$ cat config.mk
export PLATFORM = sky130hd
export DESIGN_NAME = dac_prog
export DESIGN_NICKNAME = d
export VERILOG_FILES = /design/src/dac_pkg.sv /design/src/dac_sync.sv /design/src/dac_serial_rx.sv /design/src/dac_prog.sv
export SDC_FILE = /design/constraint.sdc
export NUM_CORES = 1
export LEC_CHECK = 0
export BUFFER_PORTS_ARGS = -buffer_cell sky130_fd_sc_hd__buf_2
export CAP_MARGIN = 10
export CORE_MARGIN = 2
export CORE_UTILIZATION = 45
export DETAILED_ROUTE_END_ITERATION = 6
export PLACE_DENSITY = 0.73
export SETUP_SLACK_MARGIN = 0.2
export SLEW_MARGIN = 20
export SYNTH_ARGS = -nofsm -noshare
export SYNTH_HDL_FRONTEND = slang
export SYNTH_SLANG_ARGS = --single-unit
$ cat constraint.sdc
create_clock -name CORE_CLK -period 23.2 [get_ports CORE_CLK]
set_input_delay 4.64 -clock CORE_CLK [delete_from_list [all_inputs] [get_ports CORE_CLK]]
set_output_delay 4.64 -clock CORE_CLK [all_outputs]
set_load 0.02 [all_outputs]
$ cat src/dac_pkg.sv
`default_nettype none

package dac_pkg;

  // Widths of the programming word and its fields
  localparam int DAC_WORD_BITS  = 16;
  localparam int DAC_DATA_BITS  = 10;
  localparam int DAC_SUB_BITS   = 8;
  localparam int DAC_ADDR_BITS  = 3;
  localparam int DAC_MAX_CHAN   = 8;

  // Serial word field positions
  localparam int SER_SUB_POS    = 15;
  localparam int SER_KIND_HI    = 14;
  localparam int SER_KIND_LO    = 13;
  localparam int SER_ADDR_HI    = 12;
  localparam int SER_ADDR_LO    = 10;

  // Serial word kind codes, taken from bits 14:13
  localparam logic [1:0] SER_KIND_SYS  = 2'h0;
  localparam logic [1:0] SER_KIND_CHAN = 2'h2;
  localparam logic [1:0] SER_KIND_DATA = 2'h1;

  // System control field positions
  localparam int SYS_MUX_LO     = 0;
  localparam int SYS_MUX_HI     = 1;
  localparam int SYS_BYTE_POS   = 4;
  localparam int SYS_NORMAL_POS = 5;
  localparam int SYS_OFFBIN_POS = 6;

  // Channel control field positions
  localparam int CHN_MAIN_POS   = 0;
  localparam int CHN_INTREF_POS = 4;
  localparam int CHN_EXTREF_POS = 9;

  // Values after reset
  localparam logic [9:0] SYS_RESET  = 10'h000;
  localparam logic [9:0] CHN_RESET  = 10'h001;
  localparam logic [9:0] MAIN_RESET = 10'h000;
  localparam logic [7:0] SUB_RESET  = 8'h00;

  // Code conversion masks from twos complement to straight binary
  localparam logic [9:0] MAIN_TWOS_FLIP = 10'h200;
  localparam logic [7:0] SUB_TWOS_FLIP  = 8'h7F;

  // Bit count of a serial frame
  localparam logic [4:0] SER_FRAME_BITS = 5'h10;

  // Destination of one decoded write
  typedef enum logic [2:0] {
    DAC_TGT_NONE,
    DAC_TGT_SYS,
    DAC_TGT_CHAN,
    DAC_TGT_MAIN,
    DAC_TGT_SUB
  } dac_target_type;

  // One decoded write, from either bus
  typedef struct packed {
    dac_target_type     target;
    logic [2:0]         chan;
    logic [9:0]         data;
  } dac_wr_type;

  // Pins after the synchroniser
  typedef struct packed {
    logic               sclk;
    logic               fsync_n;
    logic               sdata;
    logic               wr_n;
    logic               mode;
    logic [2:0]         addr;
    logic [9:0]         data;
    logic               load_n;
  } dac_pins_type;

  // Pin levels the synchroniser shows during and just after reset
  localparam dac_pins_type PINS_IDLE = '{sclk: 1'b0, fsync_n: 1'b1, sdata: 1'b0,
                                         wr_n: 1'b1, mode: 1'b0, addr: 3'h0,
                                         data: 10'h000, load_n: 1'b1};

endpackage

`default_nettype wire

$ cat src/dac_sync.sv
`default_nettype none

module dac_sync
  import dac_pkg::*;
#(
  parameter int               WIDTH     = 1,    // Number of signals carried
  parameter logic [WIDTH-1:0] RESET_VAL = '0    // Idle levels held during reset
)
(
  input  wire logic             CORE_CLK,   // Core clock
  input  wire logic             SYS_RST,    // Asynchronous reset, active high
  input  wire logic             CLK_EN,     // Freezes state while low
  input  wire logic [WIDTH-1:0] ASYNC_IN,   // Signals from outside the domain
  output logic      [WIDTH-1:0] SYNC_OUT    // Two-stage synchronised copy
);

  generate
    if (WIDTH < 1)
    begin : g_bad_width
      $error("WIDTH must be at least 1");
    end
  endgenerate

  logic [WIDTH-1:0] stage1;

  // Two flip-flops; only the second reads the first. Both start at the idle
  // levels, so edge detectors behind them see no false edge after reset
  always_ff @(posedge CORE_CLK or posedge SYS_RST)
  begin
    if (SYS_RST)
    begin
      stage1   <= RESET_VAL;
      SYNC_OUT <= RESET_VAL;
    end
    else if (CLK_EN)
    begin
      stage1   <= ASYNC_IN;
      SYNC_OUT <= stage1;
    end
  end

endmodule

`default_nettype wire

$ cat src/dac_serial_rx.sv
`default_nettype none

module dac_serial_rx
  import dac_pkg::*;
(
  input  wire logic        CORE_CLK,    // Core clock
  input  wire logic        SYS_RST,     // Asynchronous reset, active high
  input  wire logic        CLK_EN,      // Freezes state while low
  input  wire logic        SCLK,        // Synchronised serial clock
  input  wire logic        FSYNC_N,     // Synchronised frame sync, active low
  input  wire logic        SDATA,       // Synchronised serial data
  output logic      [15:0] WORD,        // Last complete word
  output logic             WORD_VALID   // One-cycle pulse per complete word
);

  logic        sclk_prev;
  logic [15:0] shift;
  logic [4:0]  count;
  logic        fall;

  assign fall = sclk_prev & ~SCLK;

  // Remember the clock level to find its falling edge
  always_ff @(posedge CORE_CLK or posedge SYS_RST)
  begin
    if (SYS_RST)
    begin
      sclk_prev <= 1'b0;
    end
    else if (CLK_EN)
    begin
      sclk_prev <= SCLK;
    end
  end

  // Shift in MSB first on each falling edge inside the frame
  always_ff @(posedge CORE_CLK or posedge SYS_RST)
  begin
    if (SYS_RST)
    begin
      shift      <= 16'h0000;
      count      <= 5'h00;
      WORD       <= 16'h0000;
      WORD_VALID <= 1'b0;
    end
    else if (CLK_EN)
    begin
      WORD_VALID <= 1'b0;
      if (FSYNC_N)
      begin
        count <= 5'h00;
      end
      else if (fall)
      begin
        shift <= {shift[14:0], SDATA};
        if (count == SER_FRAME_BITS - 5'h01)
        begin
          WORD       <= {shift[14:0], SDATA};
          WORD_VALID <= 1'b1;
          count      <= 5'h00;
        end
        else
        begin
          count <= count + 5'h01;
        end
      end
    end
  end

endmodule

`default_nettype wire

$ cat src/dac_prog.sv
`default_nettype none

// What this block does
// - Mode low: parallel write hits system control
// - Mode low: no channel control write; serial only
// - Mode high: data goes to addressed channel
// - Value 020 hex: parallel, twos complement, normal
// - Twos main: 200 zero, 1FF full scale
// - Sub DAC selected: data loads Sub DAC
// - Twos sub: 7F zero, 80 full scale
// - Value 011 hex: internal bias, main target
// - Offset binary main: unsigned 0..1023, 512 mid
// - Offset binary sub: unsigned 0..255, 128 mid
// - Reference mux bits route the reference
// - Serial 0060 hex: system write, offset binary
// - Serial 4210 hex: channel A external reference
// - Serial 23FF hex: channel A main full scale
// - Serial A3FF hex: channel A sub full scale
// - Sample on falling clock, frame held low
// - Load held low: update after sixteenth clock
module dac_prog
  import dac_pkg::*;
#(
  parameter int N_CHAN = 8
)
(
  input  wire logic                  CORE_CLK,              // Core clock, 20 MHz
  input  wire logic                  SYS_RST,               // Asynchronous reset, active high
  input  wire logic                  CLK_EN,                // Freezes all state while low
  input  wire logic                  SERIAL_CLOCK_IN,       // Serial clock pin
  input  wire logic                  FRAME_SYNC_N,          // Serial frame, active low
  input  wire logic                  SERIAL_DATA_IN,        // Serial data pin
  input  wire logic                  PAR_WRITE_N,           // Parallel write strobe, active low
  input  wire logic                  PAR_MODE,              // Parallel mode: 0 control, 1 data
  input  wire logic                  CHANNEL_SELECT_BIT2,   // Channel address bit 2
  input  wire logic                  CHANNEL_SELECT_BIT1,   // Channel address bit 1
  input  wire logic                  CHANNEL_SELECT_BIT0,   // Channel address bit 0
  input  wire logic [9:0]            PAR_DATA,              // Parallel data bus
  input  wire logic                  LOAD_STROBE_N,         // Output update, active low
  output logic      [N_CHAN*10-1:0]  MAIN_CODE,             // Main DAC codes, straight binary
  output logic      [N_CHAN*8-1:0]   SUB_CODE,              // Sub DAC codes, straight binary
  output logic      [N_CHAN-1:0]     BIAS_INTERNAL,         // Channel uses half-supply bias
  output logic      [N_CHAN-1:0]     BIAS_EXTERNAL,         // Channel uses external reference
  output logic                       REFERENCE_MUX_BIT1,    // Reference mux select bit 1
  output logic                       REFERENCE_MUX_BIT0,    // Reference mux select bit 0
  output logic                       OFFSET_BINARY,         // 1 offset binary, 0 twos complement
  output logic                       BYTE_LOAD,             // 1 byte loading, 0 10-bit loading
  output logic                       POWER_DOWN             // Device powered down
);

  generate
    if (N_CHAN < 1 || N_CHAN > DAC_MAX_CHAN)
    begin : g_bad_chan
      $error("N_CHAN must lie between 1 and 8");
    end
  endgenerate

  dac_pins_type pins_raw;
  dac_pins_type pins;
  logic [15:0]  ser_word;
  logic         ser_valid;
  logic         wr_n_prev;
  logic         par_take;
  logic         par_to_main;
  dac_wr_type   next_wr;

  logic [9:0]   sys_ctrl;
  logic [9:0]   chan_ctrl [N_CHAN];
  logic [9:0]   main_in   [N_CHAN];
  logic [7:0]   sub_in    [N_CHAN];
  logic [9:0]   main_lat  [N_CHAN];
  logic [7:0]   sub_lat   [N_CHAN];

  // Gather pins for the synchroniser
  assign pins_raw = '{sclk:    SERIAL_CLOCK_IN,
                      fsync_n: FRAME_SYNC_N,
                      sdata:   SERIAL_DATA_IN,
                      wr_n:    PAR_WRITE_N,
                      mode:    PAR_MODE,
                      addr:    {CHANNEL_SELECT_BIT2, CHANNEL_SELECT_BIT1,
                                CHANNEL_SELECT_BIT0},
                      data:    PAR_DATA,
                      load_n:  LOAD_STROBE_N};

  dac_sync #(
    .WIDTH     ($bits(dac_pins_type)),
    .RESET_VAL (PINS_IDLE)
  ) u_sync (
    .CORE_CLK  (CORE_CLK),
    .SYS_RST   (SYS_RST),
    .CLK_EN    (CLK_EN),
    .ASYNC_IN  (pins_raw),
    .SYNC_OUT  (pins)
  );

  dac_serial_rx u_serial (
    .CORE_CLK   (CORE_CLK),
    .SYS_RST    (SYS_RST),
    .CLK_EN     (CLK_EN),
    .SCLK       (pins.sclk),
    .FSYNC_N    (pins.fsync_n),
    .SDATA      (pins.sdata),
    .WORD       (ser_word),
    .WORD_VALID (ser_valid)
  );

  // Parallel write is taken on the rising edge of the write strobe
  always_ff @(posedge CORE_CLK or posedge SYS_RST)
  begin
    if (SYS_RST)
    begin
      wr_n_prev <= 1'b1;
    end
    else if (CLK_EN)
    begin
      wr_n_prev <= pins.wr_n;
    end
  end

  assign par_take = ~wr_n_prev & pins.wr_n;

  // Data target of the addressed channel; an absent channel reads as main
  // and is never written, so no index ever leaves the array
  always_comb
  begin
    par_to_main = 1'b1;
    for (int i = 0; i < N_CHAN; i++)
    begin
      if (pins.addr == 3'(i))
      begin
        par_to_main = chan_ctrl[i][CHN_MAIN_POS];
      end
    end
  end

  // Decode one write; a parallel write wins when both arrive together
  always_comb
  begin
    next_wr = '{target: DAC_TGT_NONE, chan: 3'h0, data: 10'h000};
    if (par_take)
    begin
      next_wr.data = pins.data;
      next_wr.chan = pins.addr;
      if (!pins.mode)
      begin
        // Control writes: a channel address of zero with bit 9 data clear
        // would be ambiguous, so the channel control is flagged by kind bits 14:13
        // only in serial; in parallel mode low always reaches system control
        next_wr.target = DAC_TGT_SYS;
        next_wr.chan   = 3'h0;
      end
      else if (par_to_main)
      begin
        next_wr.target = DAC_TGT_MAIN;
      end
      else
      begin
        next_wr.target = DAC_TGT_SUB;
      end
    end
    else if (ser_valid)
    begin
      next_wr.data = ser_word[9:0];
      next_wr.chan = ser_word[SER_ADDR_HI:SER_ADDR_LO];
      unique case (ser_word[SER_KIND_HI:SER_KIND_LO])
        SER_KIND_SYS:  next_wr.target = DAC_TGT_SYS;
        SER_KIND_CHAN: next_wr.target = DAC_TGT_CHAN;
        SER_KIND_DATA: next_wr.target = ser_word[SER_SUB_POS] ?
                                        DAC_TGT_SUB : DAC_TGT_MAIN;
        default:       next_wr.target = DAC_TGT_NONE;
      endcase
    end
  end

  // System control register, held until rewritten
  always_ff @(posedge CORE_CLK or posedge SYS_RST)
  begin
    if (SYS_RST)
    begin
      sys_ctrl <= SYS_RESET;
    end
    else if (CLK_EN && next_wr.target == DAC_TGT_SYS)
    begin
      sys_ctrl <= next_wr.data;
    end
  end

  // Per-channel control and input registers
  always_ff @(posedge CORE_CLK or posedge SYS_RST)
  begin
    if (SYS_RST)
    begin
      for (int i = 0; i < N_CHAN; i++)
      begin
        chan_ctrl[i] <= CHN_RESET;
        main_in[i]   <= MAIN_RESET;
        sub_in[i]    <= SUB_RESET;
      end
    end
    else if (CLK_EN && int'(next_wr.chan) < N_CHAN)
    begin
      unique case (next_wr.target)
        DAC_TGT_CHAN: chan_ctrl[next_wr.chan] <= next_wr.data;
        DAC_TGT_MAIN: main_in[next_wr.chan]   <= next_wr.data;
        DAC_TGT_SUB:  sub_in[next_wr.chan]    <= next_wr.data[7:0];
        DAC_TGT_SYS,
        DAC_TGT_NONE: ;
      endcase
    end
  end

  // DAC latches follow the input registers while the load strobe is low
  always_ff @(posedge CORE_CLK or posedge SYS_RST)
  begin
    if (SYS_RST)
    begin
      for (int i = 0; i < N_CHAN; i++)
      begin
        main_lat[i] <= MAIN_RESET;
        sub_lat[i]  <= SUB_RESET;
      end
    end
    else if (CLK_EN && !pins.load_n)
    begin
      for (int i = 0; i < N_CHAN; i++)
      begin
        main_lat[i] <= main_in[i];
        sub_lat[i]  <= sub_in[i];
      end
    end
  end

  // Registered codes in straight binary: 0 is zero scale
  always_ff @(posedge CORE_CLK or posedge SYS_RST)
  begin
    if (SYS_RST)
    begin
      MAIN_CODE <= '0;
      SUB_CODE  <= '0;
    end
    else if (CLK_EN)
    begin
      for (int i = 0; i < N_CHAN; i++)
      begin
        if (sys_ctrl[SYS_OFFBIN_POS])
        begin
          MAIN_CODE[i*10 +: 10] <= main_lat[i];
          SUB_CODE[i*8 +: 8]    <= sub_lat[i];
        end
        else
        begin
          MAIN_CODE[i*10 +: 10] <= main_lat[i] ^ MAIN_TWOS_FLIP;
          SUB_CODE[i*8 +: 8]    <= sub_lat[i] ^ SUB_TWOS_FLIP;
        end
      end
    end
  end

  // Bias source per channel; the external bit overrides the internal one,
  // so a word that sets both selects the external reference
  always_ff @(posedge CORE_CLK or posedge SYS_RST)
  begin
    if (SYS_RST)
    begin
      BIAS_INTERNAL <= '0;
      BIAS_EXTERNAL <= '0;
    end
    else if (CLK_EN)
    begin
      for (int i = 0; i < N_CHAN; i++)
      begin
        BIAS_INTERNAL[i] <= chan_ctrl[i][CHN_INTREF_POS] &
                            ~chan_ctrl[i][CHN_EXTREF_POS];
        BIAS_EXTERNAL[i] <= chan_ctrl[i][CHN_EXTREF_POS];
      end
    end
  end

  // System control outputs
  always_ff @(posedge CORE_CLK or posedge SYS_RST)
  begin
    if (SYS_RST)
    begin
      REFERENCE_MUX_BIT1 <= 1'b0;
      REFERENCE_MUX_BIT0 <= 1'b0;
      OFFSET_BINARY      <= 1'b0;
      BYTE_LOAD          <= 1'b0;
      POWER_DOWN         <= 1'b1;
    end
    else if (CLK_EN)
    begin
      REFERENCE_MUX_BIT1 <= sys_ctrl[SYS_MUX_HI];
      REFERENCE_MUX_BIT0 <= sys_ctrl[SYS_MUX_LO];
      OFFSET_BINARY      <= sys_ctrl[SYS_OFFBIN_POS];
      BYTE_LOAD          <= sys_ctrl[SYS_BYTE_POS];
      POWER_DOWN         <= ~sys_ctrl[SYS_NORMAL_POS];
    end
  end

endmodule

`default_nettype wire

==> flow_summary.toml <==
[status]
run_status = "complete, no violations"

[floorplanning]
fp.dieW_um = 227
coreArea_mm2 = 0.0490
start_util = 0.456
rows = 81
ios = 187
die_area_mm2 = 0.0514
die_h_um = 227

[detailed_routing]
ant_nets = 0
drt_wl_total_um = 45100
drt_iter0_drc = 726
vias = 11735
drc = 0
viasPerCell = 5.14
dr.pass1.iters = 4
wire_per_inst_um = 19.8

[global_routing]
grt_pass1_wl_um = 71800
gr-total-overflow = 0
antenna_found_initial = 2
grt_max_degree = 205
grt_usage = 0.180
grt_pass1_vias = 12463

[timing]
hold_viol = 0
tightestPinTransition_ps = 1160
rsz0062_at_grt = "no"
fin_crit_ps = 7560
hold_slack_ps = 422
max_slew_margin = 0.227
fin_ws_ps = 15640
fin_tns_setup_ps = 0
post-route-period-util = 0.326
drv_slew = 0
clock_skew_ps = 16.5
max_freq_mhz = 132
setup_violations = 0

[clocking]
cts_tree = "done"
cts_resized = 0
postCtsHoldBufs = 0
post_cts_buffers = 0
cts-root-buf = "clkbuf_16"
clock-sinks = 559
cts_max_path_buffers = 3
clkTransAtPathRegs_ps = 60
clk_latency_ps = 600
numCtsBuffers = 56
cts_max_level = 2

[power]
cellPowerDensity_mw_per_mm2 = 92.3
p_total_mw = 2.40
irDropWorstVdd_uv = 56.6
leakage_nw = 12.4

[worst_setup_path]
end_kind = "register"
arrival_ps = 8040
start_kind = "primary input"
crit_type = "in2reg"
path_max_fanout = 76
rr_worst_depth = 5
critPathRequiredTime_ps = 23680

[finish]
area_delta_synth_final_pct = 16.3
fin_area_mm2 = 0.0260
fin_util = 0.530
final_cell_count_no_fill = 2282
antenna_cells = 0
num-nets-final = 1594
drive_gt1_frac = 0.559

[synthesis]
syn_nets = 1404
avgSynthCellArea_um2 = 16.2
seq_area_frac_synth = 0.628
synth-seq-cells = 559
synth_cell_types = 51
synth_flop_cell = "dfrtp_1"
synthArstFlopShare = 1.00
syn_area_mm2 = 0.0223
ys.warnings.count = 0
syn_inst = 1381
synth-edff-count = 0

[placed_design]
hpwlAfterDp_um = 28700
dp_cells = 2173
placed_area_mm2 = 0.0239
dpl_worst_slack_ps = 14770
globalplace.congestion = 0.730
io_buffers = 186

[job]
cap_violations = 0

[min_path]
hold_depth = 1
hp-class = "reg2reg"
cells in the final DEF, fill, tap and decap left out, types with 8 or more instances in the layout:
| cell | Yosys | layout |
|---|---|---|
| clkbuf_1 | 52 | 8 |
| nand2_1 | 39 | 39 |
| xnor2_1 | 64 | 64 |
| clkbuf_16 | 0 | 56 |
| mux2_4 | 11 | 11 |
| dfstp_2 | 16 | 16 |
| buf_2 | 3 | 185 |
| o2bb2ai_1 | 8 | 8 |
| nand3_1 | 11 | 11 |
| mux2_2 | 533 | 533 |
| dfrtp_1 | 543 | 542 |
| a211oi_4 | 12 | 12 |
| buf_4 | 1 | 11 |
| clkinv_2 | 0 | 14 |
| o21ai_0 | 9 | 9 |
| clkbuf_8 | 0 | 15 |
critical path, stage by stage:
cell and delay (ps):
clkbuf_8 470, inv_1 460, nor2_4 190, buf_4 790, buf_4 910, mux2_2 420
cell families (layout without fill, tap and decap cells):
family | count (synthesis) | after routing | synth area share
xor gates and xnor gates | 64 | 64 | 0.0251
muxes | 551 | 551 | 0.280
AOI/OAI and AO/OA | 52 | 52 | 0.0310
and+or+nand+nor | 79 | 79 | 0.0210
buffers and inverters | 75 | 312 | 0.0147
adders and majority gates | 1 | 1 | 0.000561
DFF | 559 | 559 | 0.628
power by group:
group	internal, mW	leakage [nW]	switching (mW)
Combinational	0.144	4.03	0.196
Clock	0.556	0.960	0.378
Sequential	1.06	7.37	0.0615
Total	1.76	12.4	0.635
cells in the mapped netlist (all sizes together) (3+ instances only):
master | number | share of area
a2111oi | 4 | 0.0049
a211oi | 12 | 0.011
a221oi | 4 | 0.0027
a31oi | 3 | 0.0015
buf | 20 | 0.0054
clkbuf | 52 | 0.0087
dfrtp | 543 | 0.61
dfstp | 16 | 0.019
inv | 3 | 0.00050
mux2 | 546 | 0.28
mux2i | 5 | 0.0024
nand2 | 42 | 0.0080
nand2b | 4 | 0.0011
nand3 | 12 | 0.0033
nor2 | 3 | 0.00050
nor2b | 6 | 0.0017
nor3 | 4 | 0.0029
o21ai | 10 | 0.0024
o2bb2ai | 8 | 0.0031
xnor2 | 64 | 0.025
routing by layer:
metal / global-route usage / routed length (um) / up-vias
met5: 0 / 0 / -
met4: 0.0418 / 707 / 0
met2: 0.289 / 22000 / 184
met3: 0.0321 / 2010 / 57
met1: 0.256 / 20400 / 6242
li1: - / - / 5252
registers in the layout, summed over array words and instances (netlist names), 16 cells and up:
name and flops:
main_in 80, sub_in 64, SUB_CODE 64, sub_lat 64, MAIN_CODE 80, u_sync.SYNC_OUT 19
main_lat 80, u_serial.WORD 16, chan_ctrl 24, u_sync.stage1 19
final cells by class:
type,instances,area [um2]
inverters,3,18.8
multi-input cells,747,8000
well taps,664,831
flip-flops and latches,559,14000
clock buffers,78,1620
clock inverters,27,315
fillers,3911,23000
repair buffers,204,1160
path summary, 6_finish.rpt:
path | start | to | slack [ps]
setup / recovery | CLK_EN | main_lat[17] | 15640
hold / removal | sys_ctrl[5] | POWER_DOWN | 420
setup reg to reg | wr_n_prev | main_in[1] | 19770
hold reg to reg | sys_ctrl[5] | POWER_DOWN | 420
max in group asynchronous | SYS_RST | MAIN_CODE[61] | 16330
min in group asynchronous | SYS_RST | BIAS_EXTERNAL[0] | 4180
Note: power is estimated with default switching activity, not from simulation.
